==> src/inc/flash_erase_pkg.sv <==
package flash_erase_pkg;
  // Opcodes
  localparam logic [7:0] OP_BLOCK_ERASE  = 8'h50;
  localparam logic [7:0] OP_SECTOR_ERASE = 8'h7C;
  localparam logic [7:0] OP_ARRAY_ERASE0 = 8'hC7;
  localparam logic [7:0] OP_ARRAY_ERASE1 = 8'h94;
  localparam logic [7:0] OP_ARRAY_ERASE2 = 8'h80;
  localparam logic [7:0] OP_ARRAY_ERASE3 = 8'h9A;
  localparam logic [7:0] ERASED_BYTE     = 8'hFF;
  // Frame lengths in bits
  localparam int CMD_BITS   = 32;
  localparam int BIT_CNT_W  = 6;
  localparam logic [5:0] FRAME_BITS = 6'h20;
  // Address field positions within the 24-bit address
  localparam int STD_PAGE_LSB = 10;  // Page bit 0 in standard mode
  localparam int BIN_PAGE_LSB = 9;   // Page bit 0 in binary mode
  localparam int BLK_SHIFT    = 3;   // Page bits 11..3 select a block
  localparam int SEC_SHIFT    = 8;   // Page bits 11..8 select a sector
  localparam int SEC_COUNT    = 17;  // 0a, 0b, 1..15
  localparam int BLOCK_COUNT  = 512;
  // Erase times in microseconds
  localparam int BLOCK_ERASE_TIME_US  = 45000;
  localparam int SECTOR_ERASE_TIME_US = 1600000;
  localparam int ARRAY_ERASE_TIME_US  = 12000000;
  localparam int CLK_MHZ = 250;
  localparam longint BLOCK_ERASE_CYC  = longint'(BLOCK_ERASE_TIME_US) * CLK_MHZ;
  localparam longint SECTOR_ERASE_CYC = longint'(SECTOR_ERASE_TIME_US) * CLK_MHZ;
  localparam longint ARRAY_ERASE_CYC  = longint'(ARRAY_ERASE_TIME_US) * CLK_MHZ;
  // Kind of erase
  typedef enum logic [1:0] {ER_NONE, ER_BLOCK, ER_SECTOR, ER_ARRAY} erase_kind_t;
endpackage

==> src/inc/flash_link_if.sv <==
`timescale 1ns/1ps
interface flash_link_if;
  logic sck;       // Serial clock from host
  logic cs_n;      // Chip select, active low
  logic si;        // Host to device data
  logic so;        // Device to host data
  logic rdy_busy_n;// High when ready, low when busy
  modport device (input sck, input cs_n, input si, output so,
                  output rdy_busy_n);
  modport host (output sck, output cs_n, output si, input so,
                input rdy_busy_n);
endinterface

==> src/rtl/flash_erase_dev.sv <==
`timescale 1ns/1ps
// Summary of operation
// Block erase clears eight consecutive pages
// Standard block address: page bits 11..3
// Binary block address: bits 20..12
// Nine bits index block, low page bits ignored
// Block erase starts on chip select rise
// Busy in status and ready pin
// Sector erase erases exactly one sector
// Standard sector 0a/0b by page bits 11..3
// Binary sector 0a/0b by bits 20..12
// Sectors 1-15 from top four page bits
// Any page inside sector selects it
// Sector erase starts on chip select rise
// Array erase is fixed four-byte opcode
// Bytes after array opcode are discarded
// Chip select release launches array erase
// Status busy until array erase ends
// Array erase skips protected or locked sectors
// Write-protect takes effect after running erase
// Erased locations read as all ones
// Short frames start no erase
module flash_erase_dev
  import flash_erase_pkg::*;
#(
  parameter longint BLOCK_CYC  = BLOCK_ERASE_CYC,
  parameter longint SECTOR_CYC = SECTOR_ERASE_CYC,
  parameter longint ARRAY_CYC  = ARRAY_ERASE_CYC
) (
  // Clock and reset
  input  wire logic                  i_clk,
  input  wire logic                  i_rst,
  // Link
  flash_link_if.device               link,
  // Configuration and protection
  input  wire logic                  i_binary_page,   // 512-byte mode
  input  wire logic                  i_wp_n,          // Write protect
  input  wire logic [SEC_COUNT-1:0]  i_sec_protect,   // Protect map
  input  wire logic [SEC_COUNT-1:0]  i_sec_lock,      // Lockdown map
  input  wire logic                  i_prot_cmd_en,   // Software enable
  // User side status
  output logic                       o_busy,          // Status busy bit
  output logic                       o_erase_start,   // Pulse at start
  output logic                       o_erase_done,    // Pulse at end
  output erase_kind_t                o_erase_kind,    // Running erase
  output logic [8:0]                 o_block_index,   // Selected block
  output logic [SEC_COUNT-1:0]       o_sector_mask,   // Sectors erased
  output logic [7:0]                 o_erase_fill     // Erased value
);
  import flash_erase_pkg::*;

  // Idle takes frames; erase runs on its own timer with no serial clock
  typedef enum logic [1:0] {ST_IDLE, ST_ERASE} state_t;

  // All state of the device
  typedef struct packed {
    logic [1:0]            sck_s;    // Sync chain for clock
    logic [1:0]            cs_s;     // Sync chain for select
    logic [1:0]            si_s;     // Sync chain for data
    logic [1:0]            wp_s;     // Sync chain for protect
    logic                  sck_d;    // Previous synced clock
    logic                  cs_d;     // Previous synced select
    logic [BIT_CNT_W-1:0]  nbits;    // Bits taken this frame
    logic [CMD_BITS-1:0]   shreg;    // First 32 bits of frame
    state_t                state;
    erase_kind_t           kind;
    // Wide enough that the longest erase load never wraps
    logic [63:0]           timer;    // Erase time left
    logic                  prot;     // Active protection
    logic                  busy;
    logic                  start;
    logic                  done;
    logic [8:0]            blk;
    logic [SEC_COUNT-1:0]  smask;
  } dev_t;

  dev_t st_reg, st_next;

  logic [11:0] page;      // Page address from frame
  logic [8:0]  sel9;      // Nine select bits
  logic [3:0]  sel4;      // Four sector bits
  logic        frame_end; // Select rising edge
  logic        full;      // Whole frame received

  // Decode the captured frame
  // Standard mode has two spare bits above the page, binary mode three,
  // so the page field sits one place lower in binary mode
  always_comb begin
    page = i_binary_page ? st_reg.shreg[BIN_PAGE_LSB +: 12]
                         : st_reg.shreg[STD_PAGE_LSB +: 12];
    sel9 = page[11:BLK_SHIFT];
    sel4 = page[11:SEC_SHIFT];
    frame_end = st_reg.cs_s[1] && !st_reg.cs_d;
    // A frame shorter than opcode plus address leaves this low
    full = (st_reg.nbits >= FRAME_BITS);
  end

  // Next state
  // Every pin passes two flops; edge detectors only look at the second
  always_comb begin
    st_next = st_reg;
    // Pin synchronisers
    st_next.sck_s = {st_reg.sck_s[0], link.sck};
    st_next.cs_s  = {st_reg.cs_s[0], link.cs_n};
    st_next.si_s  = {st_reg.si_s[0], link.si};
    st_next.wp_s  = {st_reg.wp_s[0], i_wp_n};
    st_next.sck_d = st_reg.sck_s[1];
    st_next.cs_d  = st_reg.cs_s[1];
    // Pulses last a single cycle unless set below
    st_next.start = 1'b0;
    st_next.done  = 1'b0;
    // Protect follows pin only between erases
    if (st_reg.state == ST_IDLE) begin
      st_next.prot = i_prot_cmd_en || !st_reg.wp_s[1];
    end
    // Shift bits on rising serial clock while selected (mode 0 and 3)
    if (!st_reg.cs_s[1] && st_reg.sck_s[1] && !st_reg.sck_d) begin
      if (st_reg.nbits < FRAME_BITS) begin
        st_next.shreg = {st_reg.shreg[CMD_BITS-2:0], st_reg.si_s[1]};
        st_next.nbits = st_reg.nbits + 1'b1;
      end
      // Later bits are dropped

    end
    case (st_reg.state)
      ST_IDLE: begin
        // Commands are ignored while busy; only decode when idle
        if (frame_end && full) begin
          if (st_reg.shreg[31:24] == OP_BLOCK_ERASE) begin
            st_next.kind  = ER_BLOCK;
            st_next.blk   = sel9;
            st_next.smask = '0;
            st_next.timer = BLOCK_CYC;
            st_next.state = ST_ERASE;
          end else if (st_reg.shreg[31:24] == OP_SECTOR_ERASE) begin
            st_next.kind  = ER_SECTOR;
            st_next.smask = '0;
            // Sector N lives in mask bit N+1, after 0a and 0b
            if (sel4 != 4'h0) begin
              st_next.smask[sel4 + 5'h01] = 1'b1;
            end else if (sel9[0]) begin
              st_next.smask[1] = 1'b1;  // sector 0b
            end else begin
              st_next.smask[0] = 1'b1;  // Sector 0a
            end
            st_next.timer = SECTOR_CYC;
            st_next.state = ST_ERASE;
          end else if (st_reg.shreg == {OP_ARRAY_ERASE0, OP_ARRAY_ERASE1,
                                        OP_ARRAY_ERASE2, OP_ARRAY_ERASE3})
          begin
            st_next.kind  = ER_ARRAY;
            // Protected sectors count only while protection is on;
            // locked sectors are never erased
            st_next.smask = ~(st_reg.prot ? i_sec_protect : '0) &
                            ~i_sec_lock;
            st_next.timer = ARRAY_CYC;
            st_next.state = ST_ERASE;
          end
          if (st_next.state == ST_ERASE) begin
            st_next.busy  = 1'b1;
            st_next.start = 1'b1;
          end
        end
      end
      ST_ERASE: begin
        // Self-timed, no serial clock needed
        // Busy lasts exactly the timer load in cycles
        // Frames that arrive now are dropped whole; the host must wait
        if (st_reg.timer <= 64'd1) begin
          st_next.state = ST_IDLE;
          st_next.busy  = 1'b0;
          st_next.done  = 1'b1;
          st_next.kind  = ER_NONE;
        end else begin
          st_next.timer = st_reg.timer - 64'd1;
        end
      end
      default: st_next.state = ST_IDLE;
    endcase
    // New frame clears the bit count
    if (frame_end || st_reg.cs_s[1]) begin
      st_next.nbits = '0;
    end
  end

  // State register
  // Sync chains reset to pin idle levels so no false edge follows reset
  always_ff @(posedge i_clk or posedge i_rst) begin
    if (i_rst) begin
      st_reg <= '{sck_s: 2'h0, cs_s: 2'h3, si_s: 2'h0, wp_s: 2'h3,
                  sck_d: 1'b0, cs_d: 1'b1, nbits: '0, shreg: '0,
                  state: ST_IDLE, kind: ER_NONE, timer: '0, prot: 1'b0,
                  busy: 1'b0, start: 1'b0, done: 1'b0, blk: '0,
                  smask: '0};
    end else begin
      st_reg <= st_next;
    end
  end

  // Outputs straight from flops, or tied to constants
  // Erase commands return no data, so serial out is held low
  assign link.so       = 1'b0;
  // Ready pin and status bit come from one flop and cannot disagree
  assign link.rdy_busy_n = !st_reg.busy;
  assign o_busy        = st_reg.busy;
  assign o_erase_start = st_reg.start;
  assign o_erase_done  = st_reg.done;
  assign o_erase_kind  = st_reg.kind;
  assign o_block_index = st_reg.blk;
  assign o_sector_mask = st_reg.smask;
  assign o_erase_fill  = ERASED_BYTE;
endmodule

==> src/flat_wrapper.sv <==
// flat-port wrapper written by rule: the top's interface ports become plain ports
module flash_erase_dev_flat import flash_erase_pkg::*;
#(
  parameter longint BLOCK_CYC  = BLOCK_ERASE_CYC,
  parameter longint SECTOR_CYC = SECTOR_ERASE_CYC,
  parameter longint ARRAY_CYC  = ARRAY_ERASE_CYC
)
  (i_clk, i_rst, i_binary_page, i_wp_n, i_sec_protect, i_sec_lock, i_prot_cmd_en, o_busy, o_erase_start, o_erase_done, o_erase_kind, o_block_index, o_sector_mask, o_erase_fill, link_sck, link_cs_n, link_si, link_so, link_rdy_busy_n);
  flash_link_if link_i ();
  input  wire logic i_clk;
  input  wire logic i_rst;
  input  wire logic i_binary_page;
  input  wire logic i_wp_n;
  input  wire logic [SEC_COUNT-1:0] i_sec_protect;
  input  wire logic [SEC_COUNT-1:0] i_sec_lock;
  input  wire logic i_prot_cmd_en;
  output logic o_busy;
  output logic o_erase_start;
  output logic o_erase_done;
  output erase_kind_t o_erase_kind;
  output logic [8:0] o_block_index;
  output logic [SEC_COUNT-1:0] o_sector_mask;
  output logic [7:0] o_erase_fill;
  input wire logic [$bits(link_i.sck)-1:0] link_sck;
  input wire logic [$bits(link_i.cs_n)-1:0] link_cs_n;
  input wire logic [$bits(link_i.si)-1:0] link_si;
  output wire logic [$bits(link_i.so)-1:0] link_so;
  output wire logic [$bits(link_i.rdy_busy_n)-1:0] link_rdy_busy_n;
  assign link_i.sck = link_sck;
  assign link_i.cs_n = link_cs_n;
  assign link_i.si = link_si;
  assign link_so = link_i.so;
  assign link_rdy_busy_n = link_i.rdy_busy_n;
  flash_erase_dev #(.BLOCK_CYC(BLOCK_CYC), .SECTOR_CYC(SECTOR_CYC), .ARRAY_CYC(ARRAY_CYC)) u_core (.i_clk(i_clk), .i_rst(i_rst), .link(link_i), .i_binary_page(i_binary_page), .i_wp_n(i_wp_n), .i_sec_protect(i_sec_protect), .i_sec_lock(i_sec_lock), .i_prot_cmd_en(i_prot_cmd_en), .o_busy(o_busy), .o_erase_start(o_erase_start), .o_erase_done(o_erase_done), .o_erase_kind(o_erase_kind), .o_block_index(o_block_index), .o_sector_mask(o_sector_mask), .o_erase_fill(o_erase_fill));
endmodule
==> config.mk <==
export PLATFORM = sky130hd
export DESIGN_NAME = flash_erase_dev_flat
export DESIGN_NICKNAME = d
export VERILOG_FILES = /design/src/inc/flash_erase_pkg.sv /design/src/inc/flash_link_if.sv /design/src/rtl/flash_erase_dev.sv /design/src/flat_wrapper.sv
export SDC_FILE = /design/constraint.sdc
export NUM_CORES = 1
export LEC_CHECK = 0
export BUFFER_PORTS_ARGS = -buffer_cell sky130_fd_sc_hd__buf_2
export CAP_MARGIN = 20
export CORE_ASPECT_RATIO = 1.25
export CORE_MARGIN = 3
export CORE_UTILIZATION = 60
export DETAILED_ROUTE_END_ITERATION = 10
export HOLD_SLACK_MARGIN = 0.05
export PLACE_DENSITY = 0.81
export SLEW_MARGIN = 5
export SYNTH_ARGS = -nofsm -noshare
export SYNTH_HDL_FRONTEND = slang
export SYNTH_SLANG_ARGS = --single-unit
==> constraint.sdc <==
create_clock -name i_clk -period 7.05 [get_ports i_clk]
set_input_delay 0.3525 -clock i_clk [delete_from_list [all_inputs] [get_ports i_clk]]
set_output_delay 0.3525 -clock i_clk [all_outputs]
set_load 0.01 [all_outputs]
=== After elaboration in Yosys (flattened, before gate mapping) ===
Cells that the tools add are included.

* Add/subtract/negate cells: 3
* Order comparisons: 5
* Eq/ne operators: 10
* Multiplexer cells: 31
* Bitwise operators: 3
* Reductions and logical operators: 26

{| class="wikitable"
|+ Operators by type and width
! operator !! count
|-
| $mux 68 || 6
|-
| $pmux 66 s2 || 1
|-
| $mux 38 || 2
|-
| $mux 17 || 4
|-
| $le 64x1->1 const B || 1
|-
| $mux 64 || 1
|-
| $sub 64x1->64 const B || 1
|-
| $not 17->17 || 2
|-
| $eq 32x32->1 const B || 1
|-
| $and 17x17->17 || 1
|-
| $eq 8x7->1 const B || 2
|-
| $mux 15 || 1
|-
| $mux 12 || 1
|-
| $reduce_and 4->1 || 3
|-
| $mux 1 || 7
|-
| $add 6x1->6 const B || 1
|-
| $ge 6x6->1 const B || 1
|-
| $lt 5x6->1 const B || 1
|-
| $lt 6x6->1 const B || 1
|-
| $mux 2 || 3
|-
| $mux 6 || 1
|-
| $ne 2x2->1 const B || 3
|-
| $reduce_and 2->1 || 3
|-
| $reduce_and 3->1 || 2
|-
| 16 further kinds || 28
|}

* Bits in registers: 146
* Output and inout bits: 41
* Word-level logic and storage cells: 95

=== Longest topological paths before layout ===
* Word-level depth: 10
* Gate-level depth with buffers: 10
* Gate-level depth less buffers: 9

=== Least setup slack after synthesis ===
No wires, ideal clock.

* Path kind: register to register
* Start point: reg u_core.st_reg[34] in the netlist's numbering
* End point: reg u_core.st_reg[49] in the netlist's numbering
* Setup time: 121 ps
* Data arrival time: 2,368 ps
* Required time: 6,929 ps
* Setup slack: 4,560 ps
* Cell stages (with the launch flop): 10
* Buffers on the path: 3
* Period minus slack after synthesis: 2,490 ps
* Cell sequence: dfrtp_1 or4_1 clkbuf_1 nor3_1 nand4_1 buf_2 o21ai_2 buf_2 a22oi_1 o22a_1

* Word-level cells in the longest chain between the ends: 3

{| class="wikitable"
|+ Ends and longest elaborated chain
! element !! line !! source
|-
| from (decl) || flash_erase_dev.sv:77 || <nowiki>dev_t st_reg, st_next;</nowiki>
|-
| from (signal assigned) || flash_erase_dev.sv:190 || <nowiki>st_reg <= '{sck_s: 2'h0, cs_s: 2'h3, si_s: 2'h0, wp_s: 2'h3,</nowiki>
|-
| from (signal assigned) || flash_erase_dev.sv:196 || <nowiki>st_reg <= st_next;</nowiki>
|-
| $sub 64x1->64 or $le 64x1->1 (tied branches) || flash_erase_dev.sv:175, flash_erase_dev.sv:169 ||
|-
| $mux 64 or $ne 2x2->1 (tied branches) || -- ||
|-
| $pmux 66 s2 or $reduce_and 4->1 (tied branches) || -- ||
|}

Parallel ways exist; a longest one is shown, timed or not. The select of a mux whose other input is x is not followed.
A chain may end at the register's enable or synchronous reset.

=== Worst setup path after layout ===
* Start point: reg u_core.st_reg[34] in the netlist's numbering
* End point: reg u_core.st_reg[50] in the netlist's numbering

The elaborated chain is that of the path after synthesis.

==> results.toml <==
[placement]
hpwl_um = 13300
gp_congestion = 0.901
io_buffer_count = 73
dp_slack_ns = 3.40

[worst_setup_path]
crit_required_ns = 7.40
setup.worst_path.class = "flop to flop"
reg2reg_depth = 7
cp_data_arrival_time_ns = 4.11
rr_endpoint = "u_core.st_reg[50]"
critPathLaunch = "u_core.st_reg[34]"
r2r-start = "u_core.st_reg[34]"
cp-start-kind = "flop"
critPathMaxFanout = 17
r2r_setup_slack_ns = 3.29
crit_path_end_kind = "flop"
crit_path_end = "u_core.st_reg[50]"

[timing]
rsz0062_at_grt = "false"
hold_viol = 0
layout_setup_ws_ns = 3.29
setup_viol = 0
final_max_slew_viol_count = 0
fin_hold_ws_ns = 0.0749
slew_headroom = 0.396
fin_skew_ns = 0.0113
timing.final.crit_share = 0.533
fin_crit_ns = 3.76
worst_slew_pin_slew_ns = 0.898
fmax_mhz = 266
setup_tns_ns = 0

[flow_run]
maxCapViolations = 0

[global_route]
first_global_vias = 6636
grt_first_pass_wirelength_um = 32700
met2_usage = 0.477
antenna_found_initial = 0
track_usage = 0.282
grt_use_met3 = 0.0531
grt_max_degree = 88
use_met1 = 0.345
grt.overflow.total = 0
top_usage_layer = "met2"

[routing]
dr.pass1.iters = 6
routed-via-count = 6753
detail_route.wl_per_cell_um = 19.0
drt-total-wl_um = 19700
final_antenna_net_count = 0
drc = 0
first_iter_violations = 589
via_per_inst = 6.51

[floorplanning]
die_area_um2 = 14700
start_util = 0.619
core-area_um2 = 12800
num_rows = 46
io_pins = 83
die_h_um = 135
die_x_um = 109

[synth]
ys_ff_latch = 146
seq_area_frac_synth = 0.460
ys_types = 75
synth_compound_area_frac = 0.168
synthArstFlopShare = 1.00
avgSynthCellArea_um2 = 9.54
ys_top_cells_by_area = "dfrtp_1 (44%), mux2_2 (4.5%), nor2_1 (3.9%)"
synth_area_um2 = 7950
synthXorXnorAreaFrac = 0.0154
synthDominantCellAreaShare = 0.444
synthAdderAreaFrac = 0.00630
synth_edf_count = 0
synth_mux_area_frac = 0.0567
yosys_warnings = 0
yosys.area.top_type = "dfrtp_1"
yosys.area_share.simple = 0.222
ys.flop_type = "dfrtp_1"
synth_top_family_by_area = "simple AND/OR/NAND/NOR gates"
synthCells = 833

[cells_and_area]
num_antenna_cells = 0
areaGrowthSynthToFinish_pct = 11.1
finalNetCount = 902
regArea_um2 = 3660
drive_gt1_frac = 0.199
largest_reg_flops = 109
fill_cells = 978
multi_input_area_um2 = 3780

[clock_network]
post_cts_resized = 0
htreeDepth = 4
clkLatencyLatePin_ns = 0.44
postCtsSetupBuffers = 0
ctsLongestPathBuffers = 2
clk_pin_slew_ns = 0.06
postCtsHoldBufs = 4
cts_tree = "yes"
cts_buffers = 17
cts_root_buffer = "clkbuf_16"
clock-sinks = 146

[status]
status = "finished clean"

[pwr]
ir_drop_mv = 0.223
power_leakage_nw = 4.13
power_density_nw_per_um2 = 223

[worst_hold_path]
hp-class = "primary input to asynchronous set/reset pin"
==> worst max-delay path: stages (launching register included) <==
cell,delay (ns)
dfrtp_1,0.46
or4_1,0.72
nor3_1,0.28
nand4_1,0.49
o21a_1,0.62
nor2_2,0.63
inv_1,0.22
a211oi_1,0.24
==> placed cells by master, fill, tap and decap left out, drive strengths merged, types with 5 or more instances in the layout <==
master,netlist,routed
or4,24,24
dfrtp,141,141
o21ai,30,30
nand2,45,45
clkinv,0,7
o22ai,5,5
a31oi,19,19
bufinv,0,5
clkbuf,37,19
xor2,12,12
nand2b,12,12
o21a,7,7
mux2,32,32
and3,12,12
nor3,30,30
nor4,23,23
buf,52,81
o211ai,11,11
a2bb2oi,5,5
nor2,83,83
a221oi,11,11
dfstp,5,5
nand3,31,31
or3,17,17
o311ai,5,5
mux2i,9,9
inv,17,17
conb,2,10
nand4,12,12
o31ai,14,14
a21oi,61,61
==> how the worst min path moves through the flow <==
stage | to | cells past startpoint | from | slack [ns]
final | u_core.o_sector_mask[3] | 2 | i_rst | 0.07
after global routing | u_core.o_sector_mask[3] | 2 | i_rst | 0.15
after CTS | u_core.o_sector_mask[3] | 2 | i_rst | 0.11
after detailed placement | u_core.st_reg[141] | 0 | u_core.st_next[141] | 0.34
after global placement | u_core.st_next[137] | 0 | u_core.st_next[145] | 0.33
after floorplan | u_core.st_next[137] | 0 | u_core.st_next[145] | 0.33
==> cells by family (layout without fill, tap and decap cells) <==
| group | Yosys count | in the layout |
|---|---|---|
| flops | 146 | 146 |
| simple gates | 319 | 319 |
| buf+inv | 106 | 134 |
| mux | 41 | 41 |
| xor+xnor | 14 | 14 |
| compound gates | 201 | 201 |
| fa+ha+maj | 4 | 4 |
| other cells | 2 | 10 |
==> area by class of cell <==
cell class | instances | share of cell area
multi-input cells | 589 | 0.428
flip-flops and latches | 146 | 0.414
repair buffers | 85 | 0.0527
clock buffers | 19 | 0.0501
well taps | 168 | 0.0238
clock inverters | 13 | 0.0235
inverters | 17 | 0.00779
==> stage by stage <==
step	area [um^2]	power [mW]	cells	util
6_report	8830	1.97	1037	0.688
5_1_grt	8830	2.03	1037	0.688
4_1_cts	8830	1.98	1037	0.688
3_5_place_dp	8140	0.990	1001	0.634
3_3_place_gp	8140	0.985	1000	0.634
2_1_floorplan	7980	0.963	841	-
==> power breakdown <==
part           internal (mW)  total (mW)  switching [mW]
registers              0.866       0.892          0.0266
clock network          0.637       0.993           0.356
logic                 0.0442      0.0858          0.0416
==> synthesized netlist by cell type, types with 16 or more instances <==
cell      instances
nand3_1          30
dfrtp_1         141
or4_1            23
inv_1            17
or3_1            16
o21ai_0          28
a21oi_1          61
nand2_1          45
a31oi_1          19
nor2_1           82
nor4_1           16
buf_4            38
clkbuf_1         37
mux2_2           32
nor3_1           29
==> per-layer routing <==
metal	wire [um]	vias up
met5	0	-
met4	645	0
met3	1110	66
met2	10400	275
met1	7600	3301
li1	-	3111
No activity file was read; power rests on OpenSTA's default activity.
